`config.mk`:
```
export PLATFORM = sky130hd
export DESIGN_NAME = dsp_status_protect
export DESIGN_NICKNAME = d
export VERILOG_FILES = /design/src/dsp_status_protect.v
export VERILOG_INCLUDE_DIRS = /design/src /design/src/src
export SDC_FILE = /design/constraint.sdc
export NUM_CORES = 1
export LEC_CHECK = 0
export BUFFER_PORTS_ARGS = -buffer_cell sky130_fd_sc_hd__buf_4
export CORE_ASPECT_RATIO = 0.5
export CORE_MARGIN = 2
export CORE_UTILIZATION = 45
export DETAILED_ROUTE_END_ITERATION = 8
export PLACE_DENSITY = 0.69
export REMOVE_ABC_BUFFERS = 1
export SYNTH_ARGS = -nofsm -noshare
export SYNTH_HDL_FRONTEND = slang
export SYNTH_SLANG_ARGS = --single-unit
```
`constraint.sdc`:
```
create_clock -name sys_clk -period 4.6 [get_ports sys_clk]
set_input_delay 0.92 -clock sys_clk [delete_from_list [all_inputs] [get_ports sys_clk]]
set_output_delay 0.92 -clock sys_clk [all_outputs]
set_load 0.05 [all_outputs]
```
`src/dsp_defs.vh`:
```
`ifndef DSP_DEFS_VH
`define DSP_DEFS_VH
// register byte addresses
`define DSP_ADDR_MODE      32'hffffe800
`define DSP_ADDR_REFRESH   32'hffffe804
`define DSP_ADDR_CONFIG    32'hffffe808
`define DSP_ADDR_TIMING0   32'hffffe80c
`define DSP_ADDR_TIMING1   32'hffffe810
`define DSP_ADDR_TIMING2   32'hffffe814
`define DSP_ADDR_MEMDEV    32'hffffe820
`define DSP_ADDR_DLL       32'h0fffe824
`define DSP_ADDR_HS        32'hffffe82c
`define DSP_ADDR_WPMR      32'h0fffe8e4
`define DSP_ADDR_WPSR      32'h0fffe8e8
`define DSP_ADDR_IRQ_STAT  32'hffffe8f0
`define DSP_ADDR_IRQ_MASK  32'hffffe8f4
// fields
`define DSP_DLL_INC_BIT    0
`define DSP_DLL_DEC_BIT    1
`define DSP_DLL_OVF_BIT    2
`define DSP_DLL_VAL_LSB    8
`define DSP_DLL_VAL_W      8
`define DSP_DLL_VAL_MAX    8'hff
`define DSP_HS_ANTICIP_BIT 2
`define DSP_HS_RESET       32'h00000004
`define DSP_WP_EN_BIT      0
`define DSP_WP_KEY_LSB     8
`define DSP_WP_KEY         24'h444452
`define DSP_WPS_SRC_LSB    8
`define DSP_WPS_SRC_W      16
// interrupt status bits
`define DSP_IRQ_VIOL_BIT   0
`define DSP_IRQ_OVF_BIT    1
`define DSP_IRQ_LOCK_BIT   2
`define DSP_IRQ_W          3
// reset values of protected storage
`define DSP_MODE_RESET     32'h00000000
`define DSP_MEMDEV_RESET   32'h00000010
`endif

```
`src/dsp_status_protect.v`:
```
`timescale 1ns/100ps
`include "dsp_defs.vh"
module dsp_status_protect (
  input  wire        sys_clk,
  input  wire        rst,
  input  wire [31:0] reg_addr,
  input  wire [31:0] reg_wdata,
  input  wire        reg_wr_stb,
  input  wire        reg_rd_stb,
  output reg  [31:0] reg_rdata,
  input  wire        dll_phase_late,
  input  wire        dll_phase_early,
  input  wire        dqs_in,
  output wire        dqs_delayed,
  output reg  [7:0]  dqs_delay_sel,
  output wire        read_anticip_en,
  output wire        protect_on,
  output wire [31:0] mode_cfg,
  output wire [31:0] refresh_cfg,
  output wire [31:0] config_cfg,
  output wire [31:0] timing0_cfg,
  output wire [31:0] timing1_cfg,
  output wire [31:0] timing2_cfg,
  output wire [31:0] memdev_cfg,
  output wire        irq
);

  function is_protected;
    input [31:0] a;
    begin
      is_protected = (a == `DSP_ADDR_MODE)    || (a == `DSP_ADDR_REFRESH) ||
                     (a == `DSP_ADDR_CONFIG)  || (a == `DSP_ADDR_TIMING0) ||
                     (a == `DSP_ADDR_TIMING1) || (a == `DSP_ADDR_TIMING2) ||
                     (a == `DSP_ADDR_MEMDEV)  || (a == `DSP_ADDR_HS);
    end
  endfunction

  // write strobe aimed at one register address
  function wr_to;
    input        stb;
    input [31:0] a;
    input [31:0] target;
    begin
      wr_to = stb & (a == target);
    end
  endfunction

  // index of a protected register in the storage array, 7 for the high-speed one
  function [2:0] prot_index;
    input [31:0] a;
    begin
      case (a)
        `DSP_ADDR_MODE:    prot_index = 3'h0;
        `DSP_ADDR_REFRESH: prot_index = 3'h1;
        `DSP_ADDR_CONFIG:  prot_index = 3'h2;
        `DSP_ADDR_TIMING0: prot_index = 3'h3;
        `DSP_ADDR_TIMING1: prot_index = 3'h4;
        `DSP_ADDR_TIMING2: prot_index = 3'h5;
        `DSP_ADDR_MEMDEV:  prot_index = 3'h6;
        default:           prot_index = 3'h7;
      endcase
    end
  endfunction

  ////////////////////////////////////////////////////////////////////////////
  // pin synchronisers: three stages, a change counts once stages 2 and 3 agree

  reg [1:0] pin_s1_reg;
  reg [1:0] pin_s2_reg;
  reg [1:0] pin_s3_reg;
  reg [1:0] pin_filt_reg;
  wire [1:0] pin_filt_next;

  genvar g;
  generate
    for (g = 0; g < 2; g = g + 1) begin : g_filt
      assign pin_filt_next[g] = (pin_s2_reg[g] == pin_s3_reg[g]) ?
                                pin_s3_reg[g] : pin_filt_reg[g];
    end
  endgenerate

  always @(posedge sys_clk) begin
    if (rst) begin
      pin_s1_reg   <= 2'h0;
      pin_s2_reg   <= 2'h0;
      pin_s3_reg   <= 2'h0;
      pin_filt_reg <= 2'h0;
    end else begin
      pin_s1_reg   <= {dll_phase_early, dll_phase_late};
      pin_s2_reg   <= pin_s1_reg;
      pin_s3_reg   <= pin_s2_reg;
      pin_filt_reg <= pin_filt_next;
    end
  end

  wire want_inc = pin_filt_reg[0] & ~pin_filt_reg[1];
  wire want_dec = pin_filt_reg[1] & ~pin_filt_reg[0];

  ////////////////////////////////////////////////////////////////////////////
  // master delay counter

  reg [7:0] dly_cnt_reg;
  reg       inc_flag_reg;
  reg       dec_flag_reg;
  reg       ovf_reg;
  reg       locked_reg;
  wire      at_max  = (dly_cnt_reg == `DSP_DLL_VAL_MAX);
  wire      do_inc  = want_inc & ~at_max & ~ovf_reg;
  wire      do_dec  = want_dec & (dly_cnt_reg != 8'h00);
  wire      hit_max = want_inc & at_max & ~ovf_reg;
  // lock is reached when the phase detector reports neither early nor late, or when an increment is asked at the maximum
  wire      settle  = ~pin_filt_reg[0] & ~pin_filt_reg[1];
  wire      ev_lock = ~locked_reg & (settle | hit_max);

  always @(posedge sys_clk) begin
    if (rst) begin
      dly_cnt_reg  <= 8'h00;
      inc_flag_reg <= 1'b0;
      dec_flag_reg <= 1'b0;
      ovf_reg      <= 1'b0;
      locked_reg   <= 1'b0;
    end else begin
      inc_flag_reg <= do_inc;
      dec_flag_reg <= do_dec;
      if (do_inc)
        dly_cnt_reg <= dly_cnt_reg + 8'h01;
      else if (do_dec)
        dly_cnt_reg <= dly_cnt_reg - 8'h01;
      if (hit_max) begin
        ovf_reg    <= 1'b1;
        locked_reg <= 1'b1;
      end else if (do_dec) begin
        ovf_reg    <= 1'b0;
      end
      if (settle)
        locked_reg <= 1'b1;
    end
  end

  // overflow only shows once locked and at maximum
  wire ovf_view = ovf_reg & locked_reg & at_max;

  // the tap select drives the external strobe delay line; the local copy
  // below only gates the strobe until a tap is settled
  always @(posedge sys_clk) begin
    if (rst)
      dqs_delay_sel <= 8'h00;
    else if (locked_reg)
      dqs_delay_sel <= dly_cnt_reg;
  end
  assign dqs_delayed = dqs_in & locked_reg;

  ////////////////////////////////////////////////////////////////////////////
  // protected configuration storage

  reg  [31:0] prot_mem [0:6];
  reg  [31:0] hs_reg;
  reg         wp_en_reg;
  reg         viol_reg;
  reg  [15:0] viol_src_reg;
  reg  [`DSP_IRQ_W-1:0] irq_stat_reg;
  reg  [`DSP_IRQ_W-1:0] irq_mask_reg;

  wire        wr_prot   = reg_wr_stb & is_protected(reg_addr);
  wire        refused   = wr_prot & wp_en_reg;
  wire        accepted  = wr_prot & ~wp_en_reg;
  wire [2:0]  pidx      = prot_index(reg_addr);
  wire        key_ok    = (reg_wdata[31:`DSP_WP_KEY_LSB] == `DSP_WP_KEY);
  wire        wpsr_read = reg_rd_stb & (reg_addr == `DSP_ADDR_WPSR);

  integer i;
  always @(posedge sys_clk) begin
    if (rst) begin
      for (i = 0; i < 7; i = i + 1)
        prot_mem[i] <= `DSP_MODE_RESET;
      hs_reg <= `DSP_HS_RESET;
    end else if (accepted) begin
      // a refused write never reaches here, so storage keeps its value
      if (pidx == 3'h7)
        hs_reg <= reg_wdata;
      else
        prot_mem[pidx] <= reg_wdata;
    end
  end

  wire [31:0] memdev_view = (prot_mem[6] == `DSP_MODE_RESET) ?
                            `DSP_MEMDEV_RESET : prot_mem[6];

  assign mode_cfg        = prot_mem[0];
  assign refresh_cfg     = prot_mem[1];
  assign config_cfg      = prot_mem[2];
  assign timing0_cfg     = prot_mem[3];
  assign timing1_cfg     = prot_mem[4];
  assign timing2_cfg     = prot_mem[5];
  assign memdev_cfg      = memdev_view;
  assign read_anticip_en = ~hs_reg[`DSP_HS_ANTICIP_BIT];
  assign protect_on      = wp_en_reg;

  ////////////////////////////////////////////////////////////////////////////
  // protection enable and violation status

  always @(posedge sys_clk) begin
    if (rst) begin
      wp_en_reg <= 1'b0;
    end else if (wr_to(reg_wr_stb, reg_addr, `DSP_ADDR_WPMR) && key_ok) begin
      wp_en_reg <= reg_wdata[`DSP_WP_EN_BIT];
    end
  end

  // a violation and a status read cannot share a cycle on this bus,
  // but the set is written last so it would win anyway
  always @(posedge sys_clk) begin
    if (rst) begin
      viol_reg     <= 1'b0;
      viol_src_reg <= 16'h0000;
    end else begin
      if (wpsr_read) begin
        viol_reg     <= 1'b0;
        viol_src_reg <= 16'h0000;
      end
      if (refused) begin
        viol_reg     <= 1'b1;
        viol_src_reg <= reg_addr[15:0];
      end
    end
  end

  ////////////////////////////////////////////////////////////////////////////
  // interrupts: sticky events, write one to clear, set wins

  wire [`DSP_IRQ_W-1:0] irq_events = {ev_lock, hit_max, refused};
  wire [`DSP_IRQ_W-1:0] irq_clr    =
    wr_to(reg_wr_stb, reg_addr, `DSP_ADDR_IRQ_STAT) ?
    reg_wdata[`DSP_IRQ_W-1:0] : {`DSP_IRQ_W{1'b0}};

  always @(posedge sys_clk) begin
    if (rst) begin
      irq_stat_reg <= {`DSP_IRQ_W{1'b0}};
      irq_mask_reg <= {`DSP_IRQ_W{1'b0}};
    end else begin
      irq_stat_reg <= (irq_stat_reg & ~irq_clr) | irq_events;
      if (wr_to(reg_wr_stb, reg_addr, `DSP_ADDR_IRQ_MASK))
        irq_mask_reg <= reg_wdata[`DSP_IRQ_W-1:0];
    end
  end

  assign irq = |(irq_stat_reg & irq_mask_reg);

  ////////////////////////////////////////////////////////////////////////////
  // read path: data stands in the cycle after the strobe only

  reg [31:0] rd_next;
  always @* begin
    rd_next = 32'h00000000;
    case (reg_addr)
      `DSP_ADDR_MODE:    rd_next = prot_mem[0];
      `DSP_ADDR_REFRESH: rd_next = prot_mem[1];
      `DSP_ADDR_CONFIG:  rd_next = prot_mem[2];
      `DSP_ADDR_TIMING0: rd_next = prot_mem[3];
      `DSP_ADDR_TIMING1: rd_next = prot_mem[4];
      `DSP_ADDR_TIMING2: rd_next = prot_mem[5];
      `DSP_ADDR_MEMDEV:  rd_next = memdev_view;
      `DSP_ADDR_HS:      rd_next = hs_reg;
      `DSP_ADDR_DLL: begin
        rd_next[`DSP_DLL_INC_BIT] = inc_flag_reg;
        rd_next[`DSP_DLL_DEC_BIT] = dec_flag_reg;
        rd_next[`DSP_DLL_OVF_BIT] = ovf_view;
        rd_next[`DSP_DLL_VAL_LSB+:`DSP_DLL_VAL_W] = dly_cnt_reg;
      end
      // key field stays zero
      `DSP_ADDR_WPMR:    rd_next[`DSP_WP_EN_BIT] = wp_en_reg;
      `DSP_ADDR_WPSR: begin
        rd_next[0] = viol_reg;
        rd_next[`DSP_WPS_SRC_LSB+:`DSP_WPS_SRC_W] = viol_src_reg;
      end
      `DSP_ADDR_IRQ_STAT: rd_next[`DSP_IRQ_W-1:0] = irq_stat_reg;
      `DSP_ADDR_IRQ_MASK: rd_next[`DSP_IRQ_W-1:0] = irq_mask_reg;
      default:           rd_next = 32'h00000000;
    endcase
  end

  always @(posedge sys_clk) begin
    if (rst)
      reg_rdata <= 32'h00000000;
    else if (reg_rd_stb)
      reg_rdata <= rd_next;
    else
      reg_rdata <= 32'h00000000;
  end

endmodule // dsp_status_protect

```
==> out/results.tsv <==
stage	metric	value	unit
die	row_count	46	
timing	hold_viol	0	
clock_network	hold_buffers	0	
clock_network	clock_tree.buffer_depth	3	
global_routing	grt_usage	30.6	%
timing	relSlewSlack	21.6	%
global_routing	grt_overflow	0	
clock_network	cts_made_buffers	31	
timing	hold-worst-slack	452	ps
global_routing	grt_pass1_wl	79000	µm
setup_path	end_kind	flip-flop	
placement	gp_congestion	0.877	
setup_path	arrival	3930	ps
setup_path	reg2reg_slack	1640	ps
die	core_area	31800	µm²
pwr	p_per_area	356	nW/µm²
flow_run	drv_cap	0	
logic_synthesis	synth_most_common_cell	and2_1	
timing	skew	10.6	ps
clock_network	postCtsSetupBuffers	0	
logic_synthesis	synth_edf_count	192	
logic_synthesis	synth_area_leaders	edfxtp_1 39%, dfxtp_1 20%, and2_1 8.8%	
outcome	status	completed	
logic_synthesis	synth_warnings	0	
setup_path	path_max_fanout	17	
final_layout	finish.utilization	58.4	%
timing	min_period	3480	ps
global_routing	antenna_found_initial	1	
hold_path	whs_path_depth	1	
logic_synthesis	yosysTopAreaCellShare	39.4	%
placement	place_inst	2002	
logic_synthesis	syn_avg_cell_area	11.1	µm²
logic_synthesis	synth_commonest_cells	206 x and2_1, 192 x edfxtp_1, 148 x dfxtp_1	
die	die_w	259	µm
setup_path	critPathKind	input pin to flip-flop	
global_routing	grt_max_degree	58	
timing	period_share	75.7	%
setup_path	crit_required	5050	ps
die	die_h	131	µm
logic_synthesis	synth_area	14600	µm²
timing	clock.fmax	0.287	GHz
clock_network	cts_root_buffer	clkbuf_16	
pwr	ir_drop	276	µV
routing	vias	12720	
routing	postRouteAntennaNets	0	
final_layout	layout-drive-gt1-share	27.8	%
clock_network	ctsResizeCount	0	
die	initial_core_util	45.9	%
clock_network	cts_sinks	340	
logic_synthesis	yosysUniqueCellTypes	69	
timing	slew_viol_final	0	
routing	drc_errors	0	
die	dieArea	34000	µm²
hold_path	hold_path.class	flip-flop to flip-flop	
final_layout	nFillCells	2662	
placement	port-buffer-count	338	
pwr	totalPowerFinal	6.62	mW
final_layout	fin_cells	2060	
final_layout	largest_reg_flops	224	
placement	dpl.hpwl	37000	µm
logic_synthesis	synth_area_leader_cell	edfxtp_1	
setup_path	reg2reg_depth	9	
die	ios	339	
global_routing	grt_pass1_vias	12279	
routing	wl	54300	µm
logic_synthesis	synthArstFlopShare	0	%
clock_network	cts_tree	built	
routing	drt_iter0_markers	1899	
timing	tightest_slew	1170	ps
logic_synthesis	synth_ff_type	edfxtp_1	
clock_network	clk_latency	590	ps
final_layout	fin_nets	1681	
placement	dp_slack	548	ps
timing	setup_ws	1120	ps
routing	wl_per_cell	26.3	µm
setup_path	start_kind	input pin	
logic_synthesis	syn-instance-count	1322	
timing	finalSetupViolCount	0	
logic_synthesis	ys_ff_latch	340	
pwr	leakagePower	7.02	nW
final_layout	multi_input_area	5390	µm²
clock_network	clkTransAtPathRegs	60	ps
routing	dr.pass1.iters	7	
timing	rsz0062_at_grt	no	
clock_network	h-tree-depth	1	
final_layout	final-seq-area	8730	µm²
logic_synthesis	synth_seq_area_share	59.7	%
final_layout	area_growth	27.2	%
routing	vias_per_cell	6.17	
[cell type report]
cell class / count / share of cell area, %
Clock buffer: 50 / 4.88
Antenna cell: 1 / 0.0135
Timing Repair Buffer: 381 / 15.7
Inverter: 8 / 0.161
Multi-Input combinational cell: 841 / 29.0
Tap cell: 432 / 2.91
Clock inverter: 7 / 0.397
Sequential cell: 340 / 46.9
[where the power goes]
group | leakage, nW | internal, mW | total [mW] | switching (mW)
logic | 3.52 | 0.179 | 0.682 | 0.503
registers | 3.02 | 3.30 | 3.37 | 0.0790
clock network | 0.482 | 1.40 | 2.56 | 1.15
total | 7.02 | 4.88 | 6.62 | 1.74
[layout by cell type, fill, tap and decap left out, types with 14 or more instances in the layout]
cell type	netlist	final
and2_1	206	206
o21ai_0	38	38
a221oi_1	23	23
a21oi_1	89	89
a31oi_1	31	31
dfxtp_1	148	148
a22o_1	26	26
a32o_1	23	23
buf_4	0	376
edfxtp_1	192	192
nor4_1	14	14
nand4_1	15	15
a222oi_1	32	32
nor2_1	38	37
nand2_1	120	120
nand3_1	44	44
clkbuf_16	0	31
[critical path, cell delays in order]
cell     delay [ps]
buf_4           110
or4b_4          570
nor3_4          350
and3_1          390
nand4_2         320
nor3_4          840
buf_12          240
and2_1          140
[path summary, 6_finish.rpt]
kind                                        end           start
worst max-delay path            prot_mem[3][12]     reg_addr[9]
worst min-delay path              pin_s2_reg[0]   pin_s1_reg[0]
worst max register to register   dly_cnt_reg[7]  dly_cnt_reg[0]
worst min register to register    pin_s2_reg[0]   pin_s1_reg[0]
[stage by stage]
| stage | area [µm²] | setup TNS, ps |
|---|---|---|
| floorplan | 14100 | -1100 |
| global placement | 17600 | 0 |
| detailed placement | 17600 | 0 |
| CTS | 18600 | 0 |
| global route | 18600 | 0 |
| finish | 18600 | 0 |
[metal layers]
layer | vias up | GRT usage [%] | part of all wire, % | routed length (µm)
met5 | - | 0 | 0.018 | 10
met4 | 2 | 9.63 | 3.2 | 1750
met3 | 140 | 5.92 | 11 | 5770
met2 | 866 | 49.1 | 47 | 25300
met1 | 6265 | 42.0 | 39 | 21400
li1 | 5447 | - | - | -
[cells by family (layout without fill, tap and decap cells)]
logic type	count (synthesis)	in the layout	share of synthesized area, %
mux	13	13	0.899
xor+xnor	5	5	0.300
compound gates	310	310	15.0
buf+inv	141	446	4.06
simple gates	506	506	19.4
flops	340	340	59.7
other cells	0	1	0
fa+ha+maj	7	7	0.651
No activity file was read; power rests on OpenSTA's default activity.
